## src/dicfg_pkg.sv

```systemverilog
// Constants and types of the digital input configuration and status block
// Contract
// (RULE1) Config write and status read share word address thirteen.
// (RULE2) Configure bit 0 clears at reset; zero means unconfigured, raising attention.
// (RULE3) Reading point data while unconfigured raises attention.
// (RULE4) Force-error bit 1 clears at reset; while set, attention and status bit 1.
// (RULE5) Configure and fuse-enable bits read back at their own positions.
// (RULE6) Status bits 2-5 and 11-15 read one; writes there do nothing.
// (RULE7) Fuse-enable bit 6 clears at reset; controller sets it to detect fuses.
// (RULE8) Status bit 7 is one only if enabled and fuse open or supply absent.
// (RULE9) Write bits 7 and 8 do nothing; status bits 8-10 reserved.
// (RULE10) Communication indicator lit while controller is communicating.
// (RULE11) External fault indicator lit while status bit 7 is set.
// (RULE12) Internal fault indicator lit on force error or watchdog timeout.
// (RULE13) Each channel indicator lit while its qualified input is on.
// (RULE14) Watchdog period is a parameter; any access restarts it and clears timeout.
// (RULE15) Attention is unconfigured OR forced error OR enabled blown fuse.
package dicfg_pkg;
  // Word index of the shared register and its byte address
  localparam logic [7:0]  DICFG_CFG_IDX   = 8'h0D;
  localparam logic [7:0]  DICFG_CFG_ADDR  = 8'h34;
  // Interrupt registers
  localparam logic [7:0]  DICFG_IRQ_STAT  = 8'h40;
  localparam logic [7:0]  DICFG_IRQ_EN    = 8'h44;
  localparam logic [7:0]  DICFG_IRQ_CLR   = 8'h48;
  // Point data word, read triggers the unconfigured check
  localparam logic [7:0]  DICFG_POINT     = 8'h00;
  // Field positions
  localparam int          DICFG_B_CONF    = 0;
  localparam int          DICFG_B_FERR    = 1;
  localparam int          DICFG_B_FEN     = 6;
  localparam int          DICFG_B_FUSE    = 7;
  localparam logic [15:0] DICFG_ONES_MASK = 16'hF83C;
  localparam logic [2:0]  DICFG_CTRL_RST  = 3'h0;
  // Interrupt status bits
  localparam int          DICFG_E_ATTN    = 0;
  localparam int          DICFG_E_WDOG    = 1;
  localparam int          DICFG_E_FUSE    = 2;
  // Watchdog: time in microseconds, and activity window in microseconds
  localparam int          DICFG_WDOG_US   = 100000;
  localparam int          DICFG_CLK_MHZ   = 250;
  localparam int          DICFG_WDOG_CYC  = DICFG_WDOG_US * DICFG_CLK_MHZ;
  localparam int          DICFG_COMM_US   = 100;
  localparam int          DICFG_COMM_CYC  = DICFG_COMM_US * DICFG_CLK_MHZ;
  localparam logic [1:0]  HTRANS_NONSEQ   = 2'h2;
endpackage

```

## src/dicfg_top.sv

```systemverilog
// Configuration, status, indicators and watchdog of the digital input module
`timescale 1ns/1ns
module dicfg_top
  import dicfg_pkg::*;
#(
  parameter int WDOG_CYC = DICFG_WDOG_CYC,
  parameter int COMM_CYC = DICFG_COMM_CYC
) (
  // Clock and reset
  input  wire logic        hclk,
  input  wire logic        hresetn,
  // AHB-Lite slave
  input  wire logic        hsel,
  input  wire logic [7:0]  haddr,
  input  wire logic [1:0]  htrans,
  input  wire logic        hwrite,
  input  wire logic [2:0]  hsize,
  input  wire logic        hready,
  input  wire logic [31:0] hwdata,
  output logic [31:0]      hrdata,
  output logic             hreadyout,
  output logic             hresp,
  // Field side
  input  wire logic        fuse_open,
  input  wire logic [15:0] channel_on,
  // Indicators and attention
  output logic             comm_led,
  output logic             ext_fault_led,
  output logic             int_fault_led,
  output logic [15:0]      channel_state_indicators,
  output logic             attention,
  output logic             irq
);

  // Address phase capture
  logic       wr_q;
  logic       rd_q;
  logic [7:0] adr_q;
  wire        start  = hsel && hready && (htrans == HTRANS_NONSEQ);
  always_ff @(posedge hclk or negedge hresetn) begin
    if (!hresetn) begin
      wr_q  <= 1'b0;
      rd_q  <= 1'b0;
      adr_q <= 8'h00;
    end else begin
      wr_q  <= start && hwrite;
      rd_q  <= start && !hwrite;
      adr_q <= haddr;
    end
  end

  // Control bits: configure, force error, fuse enable
  logic [2:0]  ctrl_q;
  logic [2:0]  irq_st_q;
  logic [2:0]  irq_en_q;
  logic        wdog_to_q;
  logic [31:0] wdog_cnt_q;
  logic [31:0] comm_cnt_q;
  logic        attn_pt_q;
  wire  wr_cfg = wr_q && (adr_q == DICFG_CFG_ADDR); // RULE1
  wire  wr_en  = wr_q && (adr_q == DICFG_IRQ_EN);
  wire  wr_clr = wr_q && (adr_q == DICFG_IRQ_CLR);
  wire  rd_pt  = rd_q && (adr_q == DICFG_POINT);
  wire  access = wr_q || rd_q;
  // Only bits 0, 1 and 6 are stored; others ignored
  wire [2:0] ctrl_d = wr_cfg ? {hwdata[DICFG_B_FEN], hwdata[DICFG_B_FERR],
                                hwdata[DICFG_B_CONF]} : ctrl_q; // RULE6 RULE9
  always_ff @(posedge hclk or negedge hresetn) begin
    if (!hresetn) ctrl_q <= DICFG_CTRL_RST; // RULE2 RULE4 RULE7
    else          ctrl_q <= ctrl_d;
  end

  // Status word assembly
  wire conf    = ctrl_q[0];
  wire ferr    = ctrl_q[1];
  wire fen     = ctrl_q[2];
  wire blown   = fen && fuse_open; // RULE8
  wire [15:0] status = DICFG_ONES_MASK // RULE6
                     | (16'(conf)  << DICFG_B_CONF) // RULE5
                     | (16'(ferr)  << DICFG_B_FERR) // RULE4
                     | (16'(fen)   << DICFG_B_FEN) // RULE5
                     | (16'(blown) << DICFG_B_FUSE); // RULE8 RULE9
  // Attention from unconfigured point read is sticky until configured
  wire attn_d  = !conf || ferr || blown || attn_pt_q; // RULE15 RULE2
  always_ff @(posedge hclk or negedge hresetn) begin
    if (!hresetn)            attn_pt_q <= 1'b0;
    else if (rd_pt && !conf) attn_pt_q <= 1'b1; // RULE3
    else if (conf)           attn_pt_q <= 1'b0;
  end

  // Watchdog expiry: the counter has reached the last cycle of the period
  wire wdog_exp  = (wdog_cnt_q == 32'(WDOG_CYC - 1));
  // Activity window still open
  wire comm_open = (comm_cnt_q != 32'h0);

  // Watchdog counter: any completed access restarts it, it holds at expiry
  always_ff @(posedge hclk or negedge hresetn) begin
    if (!hresetn) begin
      wdog_cnt_q <= 32'h0;
    end else if (access) begin
      wdog_cnt_q <= 32'h0; // RULE14
    end else if (!wdog_exp) begin
      wdog_cnt_q <= wdog_cnt_q + 32'h1;
    end
  end

  // Timeout flag: set at expiry, cleared by the next access
  always_ff @(posedge hclk or negedge hresetn) begin
    if (!hresetn) begin
      wdog_to_q <= 1'b0;
    end else if (access) begin
      wdog_to_q <= 1'b0; // RULE14
    end else if (wdog_exp) begin
      wdog_to_q <= 1'b1; // RULE14
    end
  end

  // Activity window: reloaded on access, counts down to zero when idle
  always_ff @(posedge hclk or negedge hresetn) begin
    if (!hresetn) begin
      comm_cnt_q <= 32'h0;
    end else if (access) begin
      comm_cnt_q <= 32'(COMM_CYC); // RULE10
    end else if (comm_open) begin
      comm_cnt_q <= comm_cnt_q - 32'h1;
    end
  end

  // Interrupt status: set wins over clear
  wire [2:0] ev   = {blown, wdog_exp && !access, rd_pt && !conf};
  wire [2:0] clrm = wr_clr ? hwdata[2:0] : 3'h0;
  always_ff @(posedge hclk or negedge hresetn) begin
    if (!hresetn) begin
      irq_st_q <= 3'h0;
      irq_en_q <= 3'h0;
    end else begin
      irq_st_q <= (irq_st_q & ~clrm) | ev;
      irq_en_q <= wr_en ? hwdata[2:0] : irq_en_q;
    end
  end

  // Read data select, registered in the address phase
  wire [31:0] rd_d = (haddr == DICFG_CFG_ADDR) ? {16'h0, status} : // RULE1
                     (haddr == DICFG_IRQ_STAT) ? {29'h0, irq_st_q} :
                     (haddr == DICFG_IRQ_EN)   ? {29'h0, irq_en_q} :
                     (haddr == DICFG_POINT)    ? {16'h0, channel_on} : 32'h0;

  // Next values of the registered outputs
  wire        rd_start = start && !hwrite;
  wire [31:0] hrdata_d = rd_start ? rd_d : 32'h0;
  wire        comm_d   = access || (comm_cnt_q > 32'h1);
  wire        intf_d   = ferr || wdog_to_q;
  wire        irq_d    = |(irq_st_q & irq_en_q);

  // Read data: stands for the data phase only, zero otherwise
  always_ff @(posedge hclk or negedge hresetn) begin
    if (!hresetn) begin
      hrdata <= 32'h0;
    end else begin
      hrdata <= hrdata_d; // RULE1
    end
  end

  // Bus answer: never stalls, always OKAY
  always_ff @(posedge hclk or negedge hresetn) begin
    if (!hresetn) begin
      hreadyout <= 1'b1;
      hresp     <= 1'b0;
    end else begin
      hreadyout <= 1'b1;
      hresp     <= 1'b0;
    end
  end

  // Communication indicator
  always_ff @(posedge hclk or negedge hresetn) begin
    if (!hresetn) begin
      comm_led <= 1'b0;
    end else begin
      comm_led <= comm_d; // RULE10
    end
  end

  // External fault indicator follows status bit 7
  always_ff @(posedge hclk or negedge hresetn) begin
    if (!hresetn) begin
      ext_fault_led <= 1'b0;
    end else begin
      ext_fault_led <= blown; // RULE11
    end
  end

  // Internal fault indicator: forced error or watchdog timeout
  always_ff @(posedge hclk or negedge hresetn) begin
    if (!hresetn) begin
      int_fault_led <= 1'b0;
    end else begin
      int_fault_led <= intf_d; // RULE12
    end
  end

  // Per-channel indicators copy the qualified inputs
  always_ff @(posedge hclk or negedge hresetn) begin
    if (!hresetn) begin
      channel_state_indicators <= 16'h0;
    end else begin
      channel_state_indicators <= channel_on; // RULE13
    end
  end

  // Attention: high from reset, since the module starts unconfigured
  always_ff @(posedge hclk or negedge hresetn) begin
    if (!hresetn) begin
      attention <= 1'b1;
    end else begin
      attention <= attn_d; // RULE15
    end
  end

  // Level interrupt from enabled sticky status bits
  always_ff @(posedge hclk or negedge hresetn) begin
    if (!hresetn) begin
      irq <= 1'b0;
    end else begin
      irq <= irq_d;
    end
  end

endmodule

```

## config.mk

```make
export PLATFORM = sky130hd
export DESIGN_NAME = dicfg_top
export DESIGN_NICKNAME = d
export VERILOG_FILES = /design/src/dicfg_pkg.sv /design/src/dicfg_top.sv
export SDC_FILE = /design/constraint.sdc
export NUM_CORES = 1
export LEC_CHECK = 0
export ABC_CLOCK_PERIOD_IN_PS = 5900
export BUFFER_PORTS_ARGS = -buffer_cell sky130_fd_sc_hd__buf_2
export CAP_MARGIN = 10
export CORE_UTILIZATION = 59
export DETAILED_ROUTE_END_ITERATION = 8
export PLACE_DENSITY = 0.83
export SYNTH_ARGS = -nofsm -noshare
export SYNTH_HDL_FRONTEND = slang
export SYNTH_SLANG_ARGS = --single-unit
```

## constraint.sdc

```tcl
create_clock -name hclk -period 5.9 [get_ports hclk]
set_input_delay 0.885 -clock hclk [delete_from_list [all_inputs] [get_ports hclk]]
set_output_delay 0.885 -clock hclk [all_outputs]
set_load 0.01 [all_outputs]
```

==> results.md, run 1 <==
- Outcome: finished, final reports clean
- PwrDens: 335 nW/µm²
- Share of post-route cells with drive strength above 1: 0.207
- Sequential Power Share: 0.439
- Largest net degree at the start of global routing: 77
- Kind of critical path: register to register
- CP endpoint kind: register
- Clock tree root buffer cell: clkbuf_8
- Psw: 634 µW
- Drt initial violations: 333
- Initial DRT Pass Iterations: 6
- Slew @ Worst Pin: 1.09 ns
- Worst min-delay path endpoint: int_fault_led
- Cells on worst reg2reg path: 5
- Max Fclk: 390 MHz
- Reg clk slew, reported paths: 0.06 ns
- Final WL: 12500 µm
- Hold depth: 1
- Total power: 2210 µW
- # port buffers: 72
- Hold WC Path Type: register to register
- TritonCTS clock tree: built
- Mapped Area: 5620 µm²
- Int Pwr: 1570 µW
- Hold path startpoint: wdog_to_q
- Final Setup Violations: 0
- Yosys cell types: 62
- GPL Wtd Cong: 0.817
- Synthesized area per cell: 10.3 µm²
- Die H: 99.6 µm
- Drc violations: 0
- Initial antenna violation count: 0
- Startpoint type of the worst setup path: register
- Switching share of power: 0.287
- Critical Path Start: comm_cnt_q[12]
- FP Rows: 35
- Total GRT Usage: 0.275
- Final hold vios: 0
- R2r setup slk: 3.34 ns
- Gate Count Post-Synth: 545
- Hold_buf cts: 0
- ANT nets after route: 0
- CP max FO: 9
- Worst vdd ir: 0.304 mV
- Final period utilization: 0.435
- Worst Skew: 0.00602 ns
- Max-slew headroom: 0.271
- Area Overhead vs Synth: 17.4%
- Nets@finish: 689
- Final Max Slew Viols: 0
- Post-cts sizing count: 0
- Post-DR wirelength/cell: 16.4 µm
- # clock sinks: 122
- Pleak: 0.00297 µW
- Logic pwr share: 0.109
- Sequential fraction of the synthesis area: 0.543
- Synth warnings: 0
- Clock Path Buffers: 2
- Critical Path AT: 2.97 ns
- Fraction of registers with async set or reset after synthesis: 1.00
- Num CTS Buffers: 17
- RR Startpoint: comm_cnt_q[12]
- Shortest clock period the worst path allows after layout: 2.56 ns
- RSZ-0062 raised after global routing: no
- DR vias: 4488
- CP required: 6.30 ns
- Clk pwr share: 0.452
- Latest clock arrival within the worst-skew pair: 0.51 ns
- Boundary Pins: 122
- Synth Flop Type: dfrtp_1
- Starting Density: 0.608
- Vias per std cell: 5.90
- Number of global-route vias before repair: 4435
- Max Cap Viol: 0
- First-pass GRT wire length: 21200 µm
- Chip Width: 99.6 µm
- Total global routing overflow: 0
- Seq cells post-synth: 122
- Die area: 9920 µm²
- Htree depth: 4
- Number of diodes: 0
- Setup_tns: 0 ns
- Core box area: 9240 µm²
- Post-synth EDFFs: 0
- Post-DP HPWL: 7930 µm
- R2r endpoint: comm_cnt_q[25]
- Total setup buffers inserted after CTS: 0
==> Yosys cell counts (3+ instances only) <==
cell	n	area, µm²
dfrtp_1	121	3030
nor2_1	76	285
nand2_1	36	135
a21oi_1	28	140
xnor2_1	25	219
nand3_1	20	100
nor4_1	19	119
buf_4	18	135
nor3_1	18	90.1
nand4_1	17	106
clkbuf_1	15	56.3
inv_1	14	52.6
o21ai_0	13	65.1
xor2_1	13	114
and3_1	12	75.1
o31ai_1	7	52.6
or4_1	7	52.6
or4_4	5	56.3
a22oi_1	4	30.0
a31o_1	4	35.0
and4_1	4	35.0
nor3b_1	4	30.0
or3_1	4	25.0
a31oi_1	3	18.8
ha_1	3	37.5
mux2_2	3	33.8
mux2i_1	3	30.0
o21ai_1	3	15.0
or2_2	3	18.8
==> power by group through the flow <==
| stage | registers (µW) | logic (µW) | clock network, µW |
|---|---|---|---|
| 2_1_floorplan | 967 | 177 | 0 |
| 3_3_place_gp | 973 | 225 | 0 |
| 3_5_place_dp | 978 | 239 | 0 |
| 4_1_cts | 966 | 243 | 1010 |
| 5_1_grt | 977 | 273 | 1050 |
| 6_report | 968 | 241 | 998 |
==> per-stage QoR <==
stage               setup slack [ns]  std cells  hold WS [ns]  area (µm²)   util
floorplan                       3.31        561         0.438        5680      -
global placement                3.16        729         0.453        6030  0.652
detailed placement              3.10        729         0.455        6030  0.652
CTS                             3.36        761         0.469        6600  0.714
global route                    3.07        761         0.461        6600  0.714
finish                          3.34        761         0.478        6600  0.714
==> area by class of cell <==
class | instances | area (µm²)
Sequential cell | 122 | 3050
Fill cell | 651 | 2640
Multi-Input combinational cell | 388 | 2360
Clock buffer | 17 | 414
Timing Repair Buffer | 76 | 393
Tap cell | 129 | 161
Clock inverter | 15 | 156
Inverter | 14 | 52.6
==> cell usage in the layout (no fill, tap or decap), drive strengths merged, types with 7 or more instances in the layout <==
cell,netlist,final
a21oi,28,28
and3,12,12
buf,22,76
clkbuf,15,17
conb,2,18
dfrtp,121,121
inv,14,22
nand2,36,36
nand3,20,20
nand4,17,17
nor2,77,77
nor3,19,19
nor4,22,22
o21ai,16,16
o31ai,7,7
or4,12,12
xnor2,25,25
xor2,13,13
==> layer usage <==
layer | global-route usage | routed length [µm] | up-vias
li1 | - | - | 2069
met1 | 0.341 | 5160 | 2209
met2 | 0.460 | 6300 | 186
met3 | 0.0731 | 819 | 24
met4 | 0.110 | 220 | 0
met5 | 0 | 0 | -
==> worst max-delay path, cell delays in order (launching register included) <==
cell and delay, ns:
dfrtp_1 0.42, nor4_1 0.72, nand4_1 0.35, a2111oi_4 0.57, a21oi_1 0.15, a31o_2 0.24
==> flip-flops by register name, summed over array words and instances, names as in the netlist <==
register and cells:
adr_q 8, attention 1, attn_pt_q 1, channel_state_indicators 16, comm_cnt_q 32, comm_led 1
ctrl_q 3, ext_fault_led 1, hrdata 16, int_fault_led 1, irq 1, irq_en_q 3
irq_st_q 3, rd_q 1, wdog_cnt_q 32, wdog_to_q 1, wr_q 1
==> cell families (layout without fill, tap and decap cells) <==
family          Yosys count  in the layout  synth area share
simple gates            241            241             0.229
flops                   122            122             0.543
compound gates           82             82             0.102
buf+inv                  51            122            0.0476
xor+xnor                 38             38            0.0592
mux                       6              6            0.0114
fa+ha+maj                 3              3           0.00668
other cells               2             18           0.00134
==> worst max-delay path by stage <==
| stage | end | slack (ns) |
|---|---|---|
| 4_1_cts | comm_cnt_q[25] | 3.36 |
| 3_5_place_dp | hrdata[7] | 3.10 |
| 2_1_floorplan | hrdata[6] | 3.31 |
| 6_report | comm_cnt_q[25] | 3.34 |
| 3_3_place_gp | hrdata[7] | 3.16 |
| 5_1_grt | comm_cnt_q[25] | 3.07 |
No activity file was read; power rests on OpenSTA's default activity.
==> inputs of run 2 (changes only) <==
--- a/config.mk
+++ b/config.mk
@@ -5,12 +5,12 @@
 export SDC_FILE = /design/constraint.sdc
 export NUM_CORES = 1
 export LEC_CHECK = 0
-export ABC_CLOCK_PERIOD_IN_PS = 5900
+export ABC_CLOCK_PERIOD_IN_PS = 2470
 export BUFFER_PORTS_ARGS = -buffer_cell sky130_fd_sc_hd__buf_2
 export CAP_MARGIN = 10
-export CORE_UTILIZATION = 59
+export CORE_UTILIZATION = 54
 export DETAILED_ROUTE_END_ITERATION = 8
-export PLACE_DENSITY = 0.83
+export PLACE_DENSITY = 0.76
 export SYNTH_ARGS = -nofsm -noshare
 export SYNTH_HDL_FRONTEND = slang
 export SYNTH_SLANG_ARGS = --single-unit
==> constraint.sdc (replaced) <==
create_clock -name hclk -period 2.47 [get_ports hclk]
set_input_delay 0.3705 -clock hclk [delete_from_list [all_inputs] [get_ports hclk]]
set_output_delay 0.3705 -clock hclk [all_outputs]
set_load 0.01 [all_outputs]
==> results.md, run 2 (synthesized netlist as in run 1, its figures left out) <==
- Outcome: finished, final reports clean (unchanged)
- Drt initial violations: 294 (was 333)
- Vias per std cell: 5.84 (was 5.90)
- Commonest non-fill, non-tap cell in the layout: dfrtp_1 (unchanged)
- Post-route insts no fill: 802 (was 761)
- ANT nets after route: 0 (unchanged)
- Top flop regs: comm_cnt_q: 32 flops, wdog_cnt_q: 32 flops (unchanged)
- DR vias: 4687 (was 4488)
- Core box area: 9910 µm² (was 9240 µm²)
- Fillers: 692 (was 651)
- Worst vdd ir: 0.655 mV (was 0.304 mV)
- Num CTS Buffers: 17 (unchanged)
- Startpoint type of the worst setup path: register (unchanged)
- Hold depth: 1 (unchanged)
- Shortest clock period the worst path allows after layout: 2.36 ns (was 2.56 ns)
- Placed Instances: 750 (was 729)
- PwrDens: 775 nW/µm² (was 335 nW/µm²)
- Logic pwr share: 0.115 (was 0.109)
- Number of global-route vias before repair: 4648 (was 4435)
- RSZ-0062 raised after global routing: no (unchanged)
- Int Pwr: 4090 µW (was 1570 µW)
- RR Startpoint: comm_cnt_q[0] (was comm_cnt_q[12])
- Nets@finish: 729 (was 689)
- Final WL: 13400 µm (was 12500 µm)
- Final Max Slew Viols: 0 (unchanged)
- Boundary Pins: 122 (unchanged)
- GPL Wtd Cong: 0.819 (was 0.817)
- First-pass GRT wire length: 22400 µm (was 21200 µm)
- Final Setup Violations: 0 (unchanged)
- CP required: 2.92 ns (was 6.30 ns)
- Total global routing overflow: 0 (unchanged)
- Hold path startpoint: haddr[2] (was wdog_to_q)
- Drc violations: 0 (unchanged)
- Critical Path Start: comm_cnt_q[0] (was comm_cnt_q[12])
- Final period utilization: 0.957 (was 0.435)
- CP max FO: 8 (was 9)
- Die H: 104 µm (was 99.6 µm)
- Total setup buffers inserted after CTS: 0 (unchanged)
- Max Fclk: 423 MHz (was 390 MHz)
- Worst min-delay path endpoint: adr_q[2] (was int_fault_led)
- Setup_tns: 0 ns (unchanged)
- Kind of critical path: register to register (unchanged)
- CP endpoint kind: register (unchanged)
- FP Rows: 36 (was 35)
- Cells on worst reg2reg path: 7 (was 5)
- Commonest non-fill, non-tap cells in the layout: 121 x dfrtp_1, 76 x nor2_1, 71 x buf_2 (unchanged)
- Clock Path Buffers: 2 (unchanged)
- Share of post-route cells with drive strength above 1: 0.217 (was 0.207)
- Clock tree root buffer cell: clkbuf_8 (unchanged)
- Final hold vios: 0 (unchanged)
- Number of diodes: 0 (unchanged)
- R2r endpoint: comm_cnt_q[19] (was comm_cnt_q[25])
- Total GRT Usage: 0.264 (was 0.275)
- CP peak stage delay: 0.50 ns (was 0.72 ns)
- Sequential Power Share: 0.424 (was 0.439)
- Area Overhead vs Synth: 24.8% (was 17.4%)
- Critical-path cell list: inv_1, ha_1, nor3b_2, and3_1, a311o_2, or4_1, a21oi_1 (was nor4_1, nand4_1, a2111oi_4, a21oi_1, a31o_2)
- Max-slew headroom: 0.437 (was 0.271)
- Switching share of power: 0.248 (was 0.287)
- Fin util: 0.708 (was 0.714)
- R2r setup slk: 0.11 ns (was 3.34 ns)
- Starting Density: 0.567 (was 0.608)
- Slowest cell on the critical path: a311o_2 (was nor4_1)
- Psw: 1350 µW (was 634 µW)
- Die area: 10800 µm² (was 9920 µm²)
- Chip Width: 104 µm (was 99.6 µm)
- Post-DR wirelength/cell: 16.8 µm (was 16.4 µm)
- Hold WC Path Type: input pin to register (was register to register)
- Critical Path AT: 2.82 ns (was 2.97 ns)
- Initial DRT Pass Iterations: 6 (unchanged)
- Slew @ Worst Pin: 0.844 ns (was 1.09 ns)
- # clock sinks: 122 (unchanged)
- Reg clk slew, reported paths: 0.06 ns (about the same)
- Initial antenna violation count: 0 (unchanged)
- Clk pwr share: 0.461 (was 0.452)
- # port buffers: 72 (unchanged)
- Max Cap Viol: 0 (unchanged)
- Largest net degree at the start of global routing: 54 (was 77)
- Latest clock arrival within the worst-skew pair: 0.53 ns (was 0.51 ns)
- Pleak: 0.00318 µW (was 0.00297 µW)
- Post-DP HPWL: 8060 µm (was 7930 µm)
- TritonCTS clock tree: built (unchanged)
- Worst Skew: 0.0100 ns (was 0.00602 ns)
- Htree depth: 4 (unchanged)
-- run 2: cell types whose count changed in the layout (fill, tap and decap cells not counted) --
cell / change
bufinv_16: +2
buf_4: +15
dlygate4sd3_1: +23
clkinvlp_4: -2
inv_8: -4
clkbuf_8: +5
buf_12: +2
a311o_2: +1
clkbuf_1: +1
a311o_1: -1
clkinv_4: -1
inv_6: -4
-- run 2: power by group through the flow --
stage               clock (µW)  sequential [µW]  combinational (µW)
finish                    2500             2300                 626
global route              2630             2320                 701
CTS                       2530             2300                 622
detailed placement           0             2330                 590
global placement             0             2320                 572
floorplan                    0             2310                 422
-- run 2: how the worst max path moves through the flow --
stage	endpoint	slack, ns	cells past startpoint
after global placement	comm_cnt_q[13]	0.14	5
after CTS	comm_cnt_q[19]	0.10	7
after global routing	comm_cnt_q[19]	0.006	7
final	comm_cnt_q[19]	0.11	7
after detailed placement	comm_cnt_q[13]	0.13	5
after floorplan	comm_cnt_q[13]	0.21	6
-- run 2: timing repair --
action,CTS,global route
endpoints found under the setup margin,0,1
endpoints found under the hold margin,58,0
resized for setup,0,1
hold buffers,23,0
-- run 2: area by class of cell --
class                   instances  area, µm²  share of cell area
clock inverters                 6        113              0.0161
repair buffers                116        776               0.111
multi-input cells             388       2370               0.337
clock buffers                  23        487              0.0694
well taps                     133        166              0.0237
flip-flops and latches        122       3050               0.435
inverters                      14       52.6             0.00749
-- run 2: worst max-delay path: cells and delay by family (launching register included) --
family                   cells  cell delay (ns)
AO/OA/AOI/OAI                2             0.66
adder cells (fa/ha/maj)      1             0.22
buffers and inverters        1             0.07
flip-flops                   1             0.44
AND/OR/NAND/NOR              3             0.91
-- run 2: metal layers --
layer  wire length, µm  global-route usage  part of all wire
met1              5720               0.335              0.43
met3               825              0.0833             0.061
met4               349               0.118             0.026
met2              6550               0.416              0.49
met5                 0                   0                 0
-- run 2: per-stage QoR --
step / setup slack (ns) / power [µW] / cell area, µm² / hold slack (ns)
6_report: 0.106 / 5430 / 7010 / 0.0742
5_1_grt: 0.00647 / 5650 / 7010 / 0.0519
4_1_cts: 0.101 / 5450 / 7010 / 0.0516
3_5_place_dp: 0.130 / 2920 / 6180 / 0.379
3_3_place_gp: 0.139 / 2890 / 6180 / 0.383
2_1_floorplan: 0.208 / 2730 / 5680 / 0.0749
==> inputs of run 3 (changes only) <==
--- a/config.mk
+++ b/config.mk
@@ -8,9 +8,9 @@
 export ABC_CLOCK_PERIOD_IN_PS = 2470
 export BUFFER_PORTS_ARGS = -buffer_cell sky130_fd_sc_hd__buf_2
 export CAP_MARGIN = 10
-export CORE_UTILIZATION = 54
+export CORE_UTILIZATION = 30
 export DETAILED_ROUTE_END_ITERATION = 8
-export PLACE_DENSITY = 0.76
+export PLACE_DENSITY = 0.46
 export SYNTH_ARGS = -nofsm -noshare
 export SYNTH_HDL_FRONTEND = slang
 export SYNTH_SLANG_ARGS = --single-unit
==> results.md, run 3 (synthesized netlist as in run 1, its figures left out) <==
- Outcome: finished, final reports clean (unchanged)
- RSZ-0062 raised after global routing: no (unchanged)
- Boundary Pins: 122 (unchanged)
- Worst Skew: 0.00878 ns (was 0.0100 ns)
- Chip Width: 139 µm (was 104 µm)
- Post-DR wirelength/cell: 14.8 µm (was 16.8 µm)
- Total GRT Usage: 0.145 (was 0.264)
- # clock sinks: 122 (unchanged)
- Largest net degree at the start of global routing: 97 (was 54)
- Drc violations: 0 (unchanged)
- FP Rows: 49 (was 36)
- Final hold vios: 0 (unchanged)
- Area Overhead vs Synth: 24.6% (was 24.8%)
- Number of global-route vias before repair: 4384 (was 4648)
- Max Cap Viol: 0 (unchanged)
- Max Fclk: 427 MHz (was 423 MHz)
- DR vias: 4362 (was 4687)
- Clock Path Buffers: 2 (unchanged)
- Total power: 5590 µW (was 5430 µW)
- Commonest non-fill, non-tap cells in the layout: 121 x dfrtp_1, 76 x nor2_1, 71 x buf_2 (unchanged)
- Latest clock arrival within the worst-skew pair: 0.41 ns (was 0.53 ns)
- CP max FO: 7 (was 8)
- Final hold slack: 0.0725 ns (was 0.0742 ns)
- PwrDens: 798 nW/µm² (was 775 nW/µm²)
- Initial antenna violation count: 0 (unchanged)
- Final Max Slew Viols: 0 (unchanged)
- Post-DP HPWL: 8910 µm (was 8060 µm)
- Total global routing overflow: 0 (unchanged)
- Kind of critical path: register to register (unchanged)
- Final Setup Violations: 0 (unchanged)
- Fin util: 0.386 (was 0.708)
- Number of diodes: 0 (unchanged)
- Critical Path Start: comm_cnt_q[26] (was comm_cnt_q[0])
- ANT nets after route: 0 (unchanged)
- GPL Wtd Cong: 0.794 (was 0.819)
- Starting Density: 0.310 (was 0.567)
- First-pass GRT wire length: 22400 µm (unchanged)
- Final WL: 13100 µm (was 13400 µm)
- Max-slew headroom: 0.593 (was 0.437)
- Hold WC Path Type: input pin to register (unchanged)
- Drt initial violations: 218 (was 294)
- Die H: 139 µm (was 104 µm)
- CP endpoint kind: register (unchanged)
- Final Cell Area: 7000 µm² (was 7010 µm²)
- Htree depth: 4 (unchanged)
- Startpoint type of the worst setup path: register (unchanged)
- Slew @ Worst Pin: 0.611 ns (was 0.844 ns)
- Nets@finish: 715 (was 729)
- Commonest non-fill, non-tap cell in the layout: dfrtp_1 (unchanged)
- Worst vdd ir: 0.486 mV (was 0.655 mV)
- CP required: 2.75 ns (was 2.92 ns)
- Core box area: 18100 µm² (was 9910 µm²)
- RR Startpoint: comm_cnt_q[26] (was comm_cnt_q[0])
- Reg clk slew, reported paths: 0.05 ns (was 0.06 ns)
- Final period utilization: 0.947 (was 0.957)
- Hold path startpoint: haddr[3] (was haddr[2])
- Initial DRT Pass Iterations: 6 (unchanged)
- Vias per std cell: 4.93 (was 5.84)
- Top flop regs: comm_cnt_q: 32 flops, wdog_cnt_q: 32 flops (unchanged)
- Die area: 19300 µm² (was 10800 µm²)
- # port buffers: 72 (unchanged)
- Sequential cell area: 3050 µm² (unchanged)
- Clock tree root buffer cell: clkbuf_16 (was clkbuf_8)
- Placed Area: 6330 µm² (was 6180 µm²)
- Setup_tns: 0 ns (unchanged)
- TritonCTS clock tree: built (unchanged)
- Share of post-route cells with drive strength above 1: 0.233 (was 0.217)
- Fillers: 1831 (was 692)
- Footprint of the multi-input gates: 2370 µm² (about the same)
- Num CTS Buffers: 17 (unchanged)
- Critical Path AT: 2.62 ns (was 2.82 ns)
- Pleak: 0.00313 µW (was 0.00318 µW)
- Shortest clock period the worst path allows after layout: 2.34 ns (was 2.36 ns)
-- run 3: changes by cell type in the layout (fill, tap and decap cells not counted), moves of 2 or more --
cell / previous run / this run
bufinv_16: 3 / 5
buf_4: 20 / 29
clkbuf_8: 6 / 2
clkbuf_1: 1 / 3
dlygate4sd3_1: 23 / 1
clkinv_4: 2 / 0
-- run 3: path summary, 6_finish.rpt --
path / slack, ns / cells past startpoint / to
worst min register to register: 0.47 / 1 / int_fault_led
min in group asynchronous: 0.54 / 3 / comm_cnt_q[15]
max in group asynchronous: 1.49 / 3 / wdog_cnt_q[31]
worst max register to register: 0.13 / 5 / comm_cnt_q[4]
worst max-delay path: 0.13 / 5 / comm_cnt_q[4]
worst min-delay path: 0.07 / 1 / adr_q[3]
-- run 3: repair_timing --
item,CTS,global route
endpoints found under the hold margin,26,0
hold buffers,1,0
resized for setup,0,2
setup buffers,0,3
setup endpoints to repair,0,2
-- run 3: per-layer routing --
layer / up-vias / share of wire / GRT usage
met3: 14 / 0.053 / 0.0401
met1: 2137 / 0.48 / 0.190
met2: 101 / 0.45 / 0.230
li1: 2110 / - / -
met4: 0 / 0.015 / 0.0544
met5: - / 0 / 0
-- run 3: cell type report --
class,count,area share
Timing Repair Buffer,102,0.0861
Multi-Input combinational cell,388,0.339
Clock buffer,22,0.0663
Tap cell,229,0.0409
Inverter,14,0.00751
Sequential cell,122,0.436
Clock inverter,8,0.0239
-- run 3: per-stage QoR --
stage	setup WS, ns	instances
4_1_cts	0.0871	882
2_1_floorplan	0.208	561
3_3_place_gp	0.130	851
5_1_grt	0.0278	885
6_report	0.130	885
3_5_place_dp	0.0924	851
-- run 3: power breakdown --
group / leakage [µW] / internal, µW / total, µW / switching, µW
Clock: 0.000306 / 1830 / 2680 / 854
Sequential: 0.00155 / 2150 / 2300 / 155
Combinational: 0.00127 / 262 / 601 / 339
-- run 3: critical path: stages, from the launching register on --
cell and delay [ns]:
dfrtp_1 0.42, or4_4 0.58, or4_4 0.63, o31ai_1 0.32, xor2_1 0.20, nor2_1 0.05
